$ cat config.mk
export PLATFORM = sky130hd
export DESIGN_NAME = irq_ctrl
export DESIGN_NICKNAME = d
export VERILOG_FILES = /design/src/design/irq_ctrl_pkg.sv /design/src/design/irq_ctrl.sv /design/src/design/ext_group_detect.sv
export SDC_FILE = /design/constraint.sdc
export NUM_CORES = 1
export LEC_CHECK = 0
export BUFFER_PORTS_ARGS = -buffer_cell sky130_fd_sc_hd__buf_2
export CAP_MARGIN = 25
export CORE_ASPECT_RATIO = 0.75
export CORE_UTILIZATION = 40
export DETAILED_ROUTE_END_ITERATION = 10
export PLACE_DENSITY_LB_ADDON = 0.05
export SYNTH_ARGS = -nofsm -noshare
export SYNTH_HDL_FRONTEND = slang
export SYNTH_HIERARCHICAL = 1
export SYNTH_SLANG_ARGS = --single-unit
$ cat constraint.sdc
create_clock -name clk -period 4.95 [get_ports clk]
set_input_delay 0.495 -clock clk [delete_from_list [all_inputs] [get_ports clk]]
set_output_delay 0.495 -clock clk [all_outputs]
set_load 0.03 [all_outputs]
$ cat src/design/irq_ctrl_pkg.sv
// package: constants and carriers for the interrupt controller
package irq_ctrl_pkg;

    localparam int          NUM_EXT_PINS   = 8;
    localparam int          NUM_SRC        = 14;
    localparam logic [15:0] VEC_RESET      = 16'hfffe;
    localparam logic [15:0] VEC_TRAP       = 16'hfffc;
    localparam logic [15:0] VEC_BASE       = 16'hfffa;
    localparam logic [3:0]  SRC_EXT0       = 4'h0;
    localparam logic [3:0]  SRC_EXT1       = 4'h1;
    localparam logic [3:0]  SRC_CSS        = 4'h2;
    localparam logic [3:0]  SRC_SPI        = 4'h3;
    localparam logic [3:0]  SRC_TIMA       = 4'h4;
    localparam logic [3:0]  SRC_TIMB       = 4'h6;
    localparam logic [3:0]  SRC_I2C        = 4'hb;
    localparam logic [13:0] HALT_WAKE_MASK = 14'h0003;
    localparam logic [13:0] USED_MASK      = 14'h085f;
    localparam logic        MASK_RESET_VAL = 1'b1;

    typedef enum logic [1:0] {
        SENS_FALL_LOW = 2'h0,
        SENS_RISE     = 2'h1,
        SENS_FALL     = 2'h2,
        SENS_BOTH     = 2'h3
    } sens_t;

    typedef enum logic [3:0] {
        ST_RUN  = 4'h1,
        ST_SERV = 4'h2,
        ST_WAIT = 4'h4,
        ST_HALT = 4'h8
    } state_t;

    typedef struct packed {
        logic       flag;
        logic       enable;
        logic       clear_write;
        logic       clear_seq;
    } periph_req_t;

    typedef struct packed {
        logic       trap;
        logic       interrupt_return_instruction;
        logic       ack;
        logic       fetch_done;
        logic       enter_wait;
        logic       enter_halt;
        logic       rim;
        logic       sim;
    } core_req_t;

endpackage : irq_ctrl_pkg

$ cat src/design/irq_ctrl.sv
// interrupt controller: latching, masking, priority, vectoring and wake-up
`timescale 1ns/1ps
module irq_ctrl
    import irq_ctrl_pkg::*;
#(
    parameter int EXT_WIDTH = NUM_EXT_PINS
) (
    // clock and reset
    input  wire logic                 clk,
    input  wire logic                 srst,
    // external pin groups, asynchronous
    input  wire logic [EXT_WIDTH-1:0] ext0_pins,
    input  wire logic [EXT_WIDTH-1:0] ext1_pins,
    input  wire logic [EXT_WIDTH-1:0] ext0_pin_en,
    input  wire logic [EXT_WIDTH-1:0] ext1_pin_en,
    input  wire sens_t                ext0_sens,
    input  wire sens_t                ext1_sens,
    // peripheral requests
    input  wire periph_req_t          css_req,
    input  wire periph_req_t          spi_req,
    input  wire periph_req_t          tima_req,
    input  wire periph_req_t          timb_req,
    input  wire periph_req_t          i2c_req,
    // core sequencer
    input  wire core_req_t            core,
    input  wire logic                 instr_end,
    // to the core
    output logic                      irq_pending,
    output logic [15:0]               vector_addr,
    output logic                      vector_valid,
    output logic                      reset_vector,
    output logic                      global_mask,
    output logic                      wake,
    output logic [NUM_SRC-1:0]        pending
);

    typedef struct packed {
        state_t             state;
        logic               mask;
        logic               boot;
        logic               trap_pend;
        logic [NUM_SRC-1:0] plat;
        logic [15:0]        vaddr;
        logic               vvalid;
        logic               rvec;
        logic               irq;
        logic               wake;
        logic [3:0]         sel;
        logic               sel_trap;
        logic               sel_reset;
        logic [EXT_WIDTH-1:0] s0a, s0b, s1a, s1b;
    } ctrl_state_t;

    ctrl_state_t r;
    ctrl_state_t next_r;

    logic               ext0_req;
    logic               ext1_req;
    logic [NUM_SRC-1:0] req_vec;
    logic [NUM_SRC-1:0] ready_vec;
    logic [3:0]         top_idx;
    logic               top_any;
    logic               clr_ext0;
    logic               clr_ext1;

    // lowest index wins
    function automatic logic [3:0] first_set(input logic [NUM_SRC-1:0] v);
        logic [3:0] idx;
        idx = 4'h0;
        for (int i = NUM_SRC - 1; i >= 0; i--) begin
            if (v[i]) begin
                idx = 4'(i);
            end
        end
        return idx;
    endfunction : first_set

    // vector n sits two bytes below vector n-1
    function automatic logic [15:0] vec_of(input logic [3:0] n);
        return VEC_BASE - {11'h0, n, 1'b0};
    endfunction : vec_of

    // latch update for one peripheral source: set wins over clear
    function automatic logic periph_next(input logic cur, input periph_req_t p);
        logic nx;
        nx = cur;
        if (p.clear_write || p.clear_seq) begin
            nx = 1'b0;
        end
        if (p.flag) begin
            nx = 1'b1;
        end
        return nx;
    endfunction : periph_next

    ext_group_detect #(.WIDTH(EXT_WIDTH)) u_ext0 (
        .clk        (clk),
        .srst       (srst),
        .pins       (r.s0b),
        .pin_irq_en (ext0_pin_en),
        .sens       (ext0_sens),
        .clear      (clr_ext0),
        .req        (ext0_req)
    );

    ext_group_detect #(.WIDTH(EXT_WIDTH)) u_ext1 (
        .clk        (clk),
        .srst       (srst),
        .pins       (r.s1b),
        .pin_irq_en (ext1_pin_en),
        .sens       (ext1_sens),
        .clear      (clr_ext1),
        .req        (ext1_req)
    );

    // the latch of a source clears when its vector is handed to the core
    assign clr_ext0 = core.ack && r.vvalid && !r.sel_trap && !r.sel_reset && r.sel == SRC_EXT0;
    assign clr_ext1 = core.ack && r.vvalid && !r.sel_trap && !r.sel_reset && r.sel == SRC_EXT1;

    always_comb begin
        req_vec           = '0;
        req_vec[SRC_EXT0] = ext0_req;
        req_vec[SRC_EXT1] = ext1_req;
        // enable gates forwarding only; the latch itself keeps pending
        req_vec[SRC_CSS]  = r.plat[SRC_CSS] & css_req.enable;
        req_vec[SRC_SPI]  = r.plat[SRC_SPI] & spi_req.enable;
        req_vec[SRC_TIMA] = r.plat[SRC_TIMA] & tima_req.enable;
        req_vec[SRC_TIMB] = r.plat[SRC_TIMB] & timb_req.enable;
        req_vec[SRC_I2C]  = r.plat[SRC_I2C] & i2c_req.enable;
        req_vec           = req_vec & USED_MASK;
        ready_vec         = req_vec & {NUM_SRC{~r.mask}};
        top_idx           = first_set(ready_vec);
        top_any           = |ready_vec;
    end

    always_comb begin
        next_r = r;
        next_r.s0a = ext0_pins;
        next_r.s0b = r.s0a;
        next_r.s1a = ext1_pins;
        next_r.s1b = r.s1a;
        next_r.boot = 1'b0;

        next_r.plat[SRC_CSS]  = periph_next(r.plat[SRC_CSS], css_req);
        next_r.plat[SRC_SPI]  = periph_next(r.plat[SRC_SPI], spi_req);
        next_r.plat[SRC_TIMA] = periph_next(r.plat[SRC_TIMA], tima_req);
        next_r.plat[SRC_TIMB] = periph_next(r.plat[SRC_TIMB], timb_req);
        next_r.plat[SRC_I2C]  = periph_next(r.plat[SRC_I2C], i2c_req);

        if (core.trap) begin
            next_r.trap_pend = 1'b1;
        end

        // software mask instructions
        if (core.rim) begin
            next_r.mask = 1'b0;
        end else if (core.sim) begin
            next_r.mask = 1'b1;
        end
        if (core.interrupt_return_instruction) begin
            next_r.mask = 1'b0;
        end

        next_r.wake = 1'b0;
        unique case (r.state)
            ST_RUN: begin
                if (core.enter_wait) begin
                    next_r.mask  = 1'b0;
                    next_r.state = ST_WAIT;
                end else if (core.enter_halt) begin
                    next_r.mask  = 1'b0;
                    next_r.state = ST_HALT;
                end else if (instr_end && (r.boot || r.trap_pend || top_any)) begin
                    next_r.sel_reset = r.boot;
                    next_r.sel_trap  = !r.boot && r.trap_pend;
                    next_r.sel       = top_idx;
                    // reset, then trap, then numbered sources
                    if (r.boot) begin
                        next_r.vaddr = VEC_RESET;
                    end else if (r.trap_pend) begin
                        next_r.vaddr = VEC_TRAP;
                    end else begin
                        next_r.vaddr = vec_of(top_idx);
                    end
                    next_r.rvec   = r.boot;
                    next_r.vvalid = 1'b1;
                    next_r.irq    = 1'b1;
                    next_r.state  = ST_SERV;
                end
            end
            ST_SERV: begin
                if (core.ack && r.vvalid) begin
                    next_r.irq = 1'b0;
                    next_r.mask = 1'b1;
                    if (r.sel_trap) begin
                        next_r.trap_pend = core.trap;
                    end else if (!r.sel_reset && r.sel != SRC_EXT0 && r.sel != SRC_EXT1) begin
                        next_r.plat[r.sel] = 1'b0;
                    end
                end
                // address held until the core has fetched the vector
                if (core.fetch_done) begin
                    next_r.vvalid = 1'b0;
                    next_r.rvec   = 1'b0;
                    next_r.state  = ST_RUN;
                end
            end
            ST_WAIT: begin
                // any enabled source, including the trap, ends stop-cpu mode
                if (|req_vec || r.trap_pend) begin
                    next_r.wake  = 1'b1;
                    next_r.state = ST_RUN;
                end
            end
            ST_HALT: begin
                // the main clock is off in halt, so only pin groups can wake
                if (|(req_vec & HALT_WAKE_MASK)) begin
                    next_r.wake  = 1'b1;
                    next_r.state = ST_RUN;
                end
            end
        endcase
    end

    always_ff @(posedge clk) begin
        if (srst) begin
            r           <= '0;
            r.state     <= ST_RUN;
            r.mask      <= MASK_RESET_VAL;
            r.boot      <= 1'b1;
        end else begin
            r <= next_r;
        end
    end

    assign irq_pending  = r.irq;
    assign vector_addr  = r.vaddr;
    assign vector_valid = r.vvalid;
    assign reset_vector = r.rvec;
    assign global_mask  = r.mask;
    assign wake         = r.wake;
    assign pending      = r.plat;

endmodule : irq_ctrl

$ cat src/design/ext_group_detect.sv
// one external request group: nand combine, sensitivity detection, request latch
`timescale 1ns/1ps
module ext_group_detect
    import irq_ctrl_pkg::*;
#(
    parameter int WIDTH = NUM_EXT_PINS
) (
    // clock and reset
    input  wire logic             clk,
    input  wire logic             srst,
    // pins, already synchronised
    input  wire logic [WIDTH-1:0] pins,
    input  wire logic [WIDTH-1:0] pin_irq_en,
    input  wire sens_t            sens,
    // request
    input  wire logic             clear,
    output logic                  req
);
    typedef struct packed {
        logic prev;
        logic latch;
    } grp_state_t;

    grp_state_t r;
    grp_state_t next_r;
    logic       combined;
    logic       event_hit;

    always_comb begin
        // a low enabled pin masks the whole group, even for rising edges
        combined  = ~(&(pins | ~pin_irq_en));
        event_hit = 1'b0;
        unique case (sens)
            SENS_FALL_LOW: event_hit = ~combined;
            SENS_RISE:     event_hit = combined & ~r.prev;
            SENS_FALL:     event_hit = ~combined & r.prev;
            SENS_BOTH:     event_hit = combined ^ r.prev;
        endcase
        next_r      = r;
        next_r.prev = combined;
        // set wins over the service clear; level mode follows the pin
        if (sens == SENS_FALL_LOW) begin
            next_r.latch = event_hit;
        end else if (event_hit) begin
            next_r.latch = 1'b1;
        end else if (clear) begin
            next_r.latch = 1'b0;
        end
    end

    always_ff @(posedge clk) begin
        if (srst) begin
            r <= '0;
        end else begin
            r <= next_r;
        end
    end

    assign req = r.latch;
endmodule : ext_group_detect

* Word-level counts from Yosys, hierarchy flattened
Index checks and enable logic that the tools add are counted.
** Operators by class
- Add/sub/neg operators :: 1
- Order comparisons :: 2
- Equal/unequal tests :: 20
- Multiplexer cells :: 70
- Bitwise logic cells :: 26
- Reductions and logical operators :: 38
** Operators with widths (number)
- $mux W4 :: 19
- $mux W74 :: 1
- $mux W19 :: 3
- $mux W16 :: 3
- $mux W15 :: 2
- $mux W14 :: 2
- $mux W1 :: 27
- $mux W6 :: 4
- $not A8 Y8 :: 2
- $or A8 B8 Y8 :: 2
- $pmux W4 S4 :: 1
- $reduce_and A8 Y1 :: 2
- $and A12 B14 Y14 :: 1
- $and A14 B14 Y14 :: 1
- $ne A2 B2 Y1 const B :: 7
- $not A14 Y14 :: 1
- $reduce_or A14 Y1 :: 1
- $reduce_and A4 Y1 :: 3
- $logic_and A1 B1 Y1 :: 10
- $reduce_and A5 Y1 :: 2
- $and A1 B1 Y1 :: 9
- $eq A2 B2 Y1 const B :: 4
- $eq A4 B1 Y1 const B :: 2
- $logic_or A1 B1 Y1 :: 8
- other kinds (25) :: 40
** Storage, ports and cells
- Register bits :: 83
- Input bits :: 67
- Output and inout port bits :: 35
- Word-level logic and storage cells :: 179

* Logic depth before layout (Yosys ltp)
- Depth after elaboration :: 24
- Gate-level depth with buffers :: 9
- Mapped depth without buffers :: 9

* Modules after synthesis
Netlist, hierarchy kept.
** Modules (own cells, without submodules)
- irq_ctrl :: instances 1, cells an instance 290, area each 2722.6 um^2, sequential area each 1381.3 um^2
- ext_group_detect :: instances 2, cells an instance 28, area each 193.9 um^2, sequential area each 40.0 um^2

* Least setup slack after synthesis
OpenSTA, ideal clock, no wires.
- Path type :: input to register
- Start :: in timb_req[2] (netlist bit)
- End :: reg r (netlist bit vector_addr[4])
- Library setup time :: 0.091 ns
- Arrival time :: 1.877 ns
- Data required time :: 4.859 ns
- Setup slack :: 2.982 ns
- Cell stages on the path :: 6
- Path buffers :: 0
- Cells stage by stage :: a22oi_1 > a21o_1 > a2111oi_0 > ha_1 > xor2_1 > a311oi_1
** Between the ends
- Word-level cells in the longest chain between the ends :: 12
- Elaborated cells between the ends (all ways) :: 16
- Classes of those cells :: add/sub (1); mux (9); bitwise (2); reduce/logical (4)
** Ends and longest elaborated chain
- from (decl) :: line irq_ctrl.sv:22 : input wire periph_req_t timb_req,
- $and A1 B1 Y1 :: line irq_ctrl.sv:128 : req_vec[SRC_TIMB] = r.plat[SRC_TIMB] & timb_req.enable;
- $and A12 B14 Y14 :: line irq_ctrl.sv:131 : ready_vec = req_vec & {NUM_SRC{~r.mask}};
- $mux W4 (7 in series) :: line irq_ctrl.sv:71 : if (v[i]) begin
- via top_idx[1] :: line irq_ctrl.sv:61 : logic [3:0] top_idx;
- $sub A4 B6 Y7 :: line irq_ctrl.sv:80 : return VEC_BASE - {11'h0, n, 1'b0};
- $mux W16 :: line irq_ctrl.sv:180 : end else if (r.trap_pend) begin
- $mux W16 :: line irq_ctrl.sv:178 : if (r.boot) begin
- to (signal assigned) :: line irq_ctrl.sv:232 : r <= next_r;
- to (decl) :: line irq_ctrl.sv:54 : ctrl_state_t r;
The timed path passes the listed nets, and every way through them passes these cells.
A chain may end at the register's enable or synchronous reset.

* Worst setup path after layout
- Start :: reg r[76] (netlist bit)
- End :: reg r[35] (netlist bit)
** Between the ends
- Word-level cells in the longest chain between the ends :: 2
** Ends and longest elaborated chain
- $eq A4 B1 Y1 :: line irq_ctrl.sv:165 : unique case (r.state)
- $reduce_and A4 Y1 (no source line)
Every way passes these cells.

==> results.md <==
* Status: complete, no violations
* Cell variety after synth at 43
* FP Rows at 27
* Most common cell in the netlist: dfxtp_1
* CTS tree: yes
* IO Pins at between 100 and 150
* Routed WL at between 6000 and 7000 µm
* Post-synthesis compound-gate area fraction at a little over an eighth
* Crit path required time at 5160 ps
* Post-Synth XOR/XNOR Area at 0.5632%
* Worst-path clk slew at approximately 80 ps
* Worst-Margin Slew at between 800 and 900 ps
* WS Path Type: flip-flop to flip-flop
* Register Area at roughly 1500 µm²
* Fin crit share at 45.97%
* Mapped cell area at between 3000 and 4000 µm²
* Worst hold path cell count at 2
* Synth Instances at between 300 and 400
* RSZ-0062 raised after global routing: false
* Nets at 488
* CP max FO at 20
* Min-delay src: ext0_pins[3]
* Setup ws final at between 2000 and 3000 ps
* Worst setup SP type: flip-flop
* Most common flop cell mapped by yosys: dfxtp_1
* Vias in the first global route at approximately 2100
* Yosys warning total at 6
* First-pass GRT wire length at roughly 10000 µm
* Most frequent cells after synthesis: dfxtp_1 (73), nor2_1 (38), nor2b_1 (36)
* Htree depth at 3
* Mux cell area share after synthesis at between 1.5 and 2%
* Placed Area at 3470 µm²
* Worst r2r src: r[76]$_SDFFE_PP0P_
* Final Hold Vio Count at 0
* DP Worst Slack at approximately 2600 ps
* Fin Setup TNS at 0 ps
* Fin util at between 40% and 50%
* Core outline area at ~7400 µm²
* Routed WL per cell at about 12 µm
* Layout cells sized above 1 at 30.24%
* Starting density of the core at a little over two fifths
* Crit end category: flip-flop
* Top-area cell type share of the netlist area at 46.98%
* Slew Viols, Final at 0
* GPL Wtd Cong at 0.7862
* Maximum vdd drop at about 0.00014 V
* Syn Nets at about 420
* Flops & latches, synth at 73
* CTS Buf Count at 9
* Initial antenna violation count at 0
* Max-cap violations at 0
* Max stage delay on crit path at between 600 and 700 ps
* Fillers at about 760
* Routed Antenna Nets at 0
* GRT Overall Usage at 15.79%
* Area growth syn-to-layout at 18.06%
* End of the worst register-to-register path: r[35]$_SDFFE_PP0P_
* Headroom to the max-slew limit at between 40 and 50%
* PD cells at approximately 330 nW/µm²
* HPWL Detailed at approximately 4500 µm
* Main combinational cell family by area after synthesis: simple AND/OR/NAND/NOR gates
* Crit-path cells: or4b_4 -> nor3_2 -> and3_1 -> mux2i_1 -> nor2_1
* Mean Syn Cell Area at around 9.0 µm²
* Asr flop ratio synth at 0%
* Clock Skew at just under 9 ps
* Hold path endpoint: next_r[19]$_SDFF_PP0_
* Clk Latency, worst-skew pair at around 340 ps
* GR Overflow Total at 0
* CP max stage cell: and3_1
* Min cycle time layout at around 2300 ps
* R2r worst-path depth at 5
* Largest net degree at the start of global routing at 74
* Postcts setup bufs at 0
* Port Buf Inserts at 100
* CP arrival at approximately 2500 ps
* Post-CTS Resized at 0
* Initial DRC Count at 92
* Die Y at 78.37 µm
* Adder-Cell Fraction of Synth Area at between 2 and 2.5%
* Diodes inserted at 0
* Die area at 8137 µm²
* Worst hold-check path type: input port to flip-flop
* Post-synth top area cell: dfxtp_1
* Post-synth EDFFs at 0
* Hold-fix buffers, CTS at 0
* Clk buf depth at 2
* Root buffer cell: clkbuf_8
* Pre-Repair DR Iteration Count at 4
* Flop-to-flop setup slack at about 2700 ps
* Final setup vio count at 0
* Area share of and/or/nand/nor cells after synthesis at 22.61%
* DRC viols at 0
* Ranking of synthesized cells by area: dfxtp_1 (47%), buf_4 (7.5%), nor2b_1 (7.2%), nor2_1 (4.6%), inv_1 (3.9%)
* Via density at 4.668
* Pleak at 1.697 nW
* Routed via count at ~2400
* Peak Freq at about 440 MHz
* Register area share after synthesis at between 40% and 50%
* Fin area at 3672 µm²
* Area of the multi-input gates at 1254 µm²
* Die Wd at 103.8 µm
* Clk sinks at 73
layout by cell type, fill, tap and decap left out, drive strengths merged, types with 2 or more instances in the layout:
cell	n
buf	101
nor3	11
ha	5
a21oi	22
nor2b	36
a22oi	3
nand4	3
dfxtp	73
or4	3
mux2i	6
xor2	2
nor3b	4
o22ai	9
o21ai	3
inv	33
nor4b	2
nor2	38
nand3	2
or4b	2
clkbuf	11
nand2	10
nand2b	8
a311oi	5
a21o	2
a211oi	8
a221oi	2
worst max-delay path by stage:
stage	startpoint	endpoint	slack [ps]	cells past startpoint
6_report	r[76]$_SDFFE_PP0P_	r[35]$_SDFFE_PP0P_	2670	5
5_1_grt	pending[11]$_SDFF_PP0_	vector_addr[4]$_SDFFE_PP0P_	2510	6
4_1_cts	r[76]$_SDFFE_PP0P_	r[35]$_SDFFE_PP0P_	2660	5
3_5_place_dp	i2c_req[2]	vector_addr[4]$_SDFFE_PP0P_	2630	7
3_3_place_gp	i2c_req[2]	vector_addr[4]$_SDFFE_PP0P_	2660	7
2_1_floorplan	timb_req[2]	vector_addr[4]$_SDFFE_PP0P_	2980	6
where the power goes:
group          switching (mW)  total [mW]  internal (mW)  leakage, nW
logic                  0.0692       0.126         0.0566        0.995
clock network           0.207       0.466          0.258        0.102
registers              0.0175       0.629          0.611        0.600
total                   0.294        1.22          0.926         1.70
kinds of logic after synthesis:
group	count (synthesis)
and+or+nand+nor	124
other	1
adders and majority gates	5
DFF	73
xor gates and xnor gates	2
muxes	6
AOI/OAI and AO/OA	61
buffers and inverters	74
layout make-up:
cell class,instances,area share [%]
sequential,73,39.80
multi-input combinational,199,34.14
timing repair buffer,101,13.83
clock buffer,11,4.123
tap,101,3.441
inverter,32,3.271
clock inverter,4,1.397
worst max-delay path, delay by kind of cell, from the launching register on:
family        cells  cell delay [ps]
mux               1              280
simple gates      4             1500
flops             1              360
flip-flops by register name (all words and copies together), names as in the netlist:
register,flops
r,28
vector_valid,1
wake,1
vector_addr,6
reset_vector,1
pending,14
next_r,16
u_ext1/r,1
u_ext1/req,1
irq_pending,1
u_ext0/req,1
global_mask,1
u_ext0/r,1
layer usage:
layer	wire [µm]	up-vias	track usage [%]
met5	0	-	0
met3	325	5	5.565
met1	3149	1086	21.33
met4	53	0	4.286
li1	-	1273	-
met2	2560	68	23.87
stage by stage:
step / power [mW] / hold WS (ps) / instances
2_1_floorplan: 0.7258 / 408.7 / 346
3_3_place_gp: 0.7677 / 418.8 / 506
3_5_place_dp: 0.7693 / 420.4 / 506
4_1_cts: 1.239 / 340.6 / 521
5_1_grt: 1.279 / 345.4 / 521
6_report: 1.220 / 361.7 / 521
(Power assumes the default switching activity.)
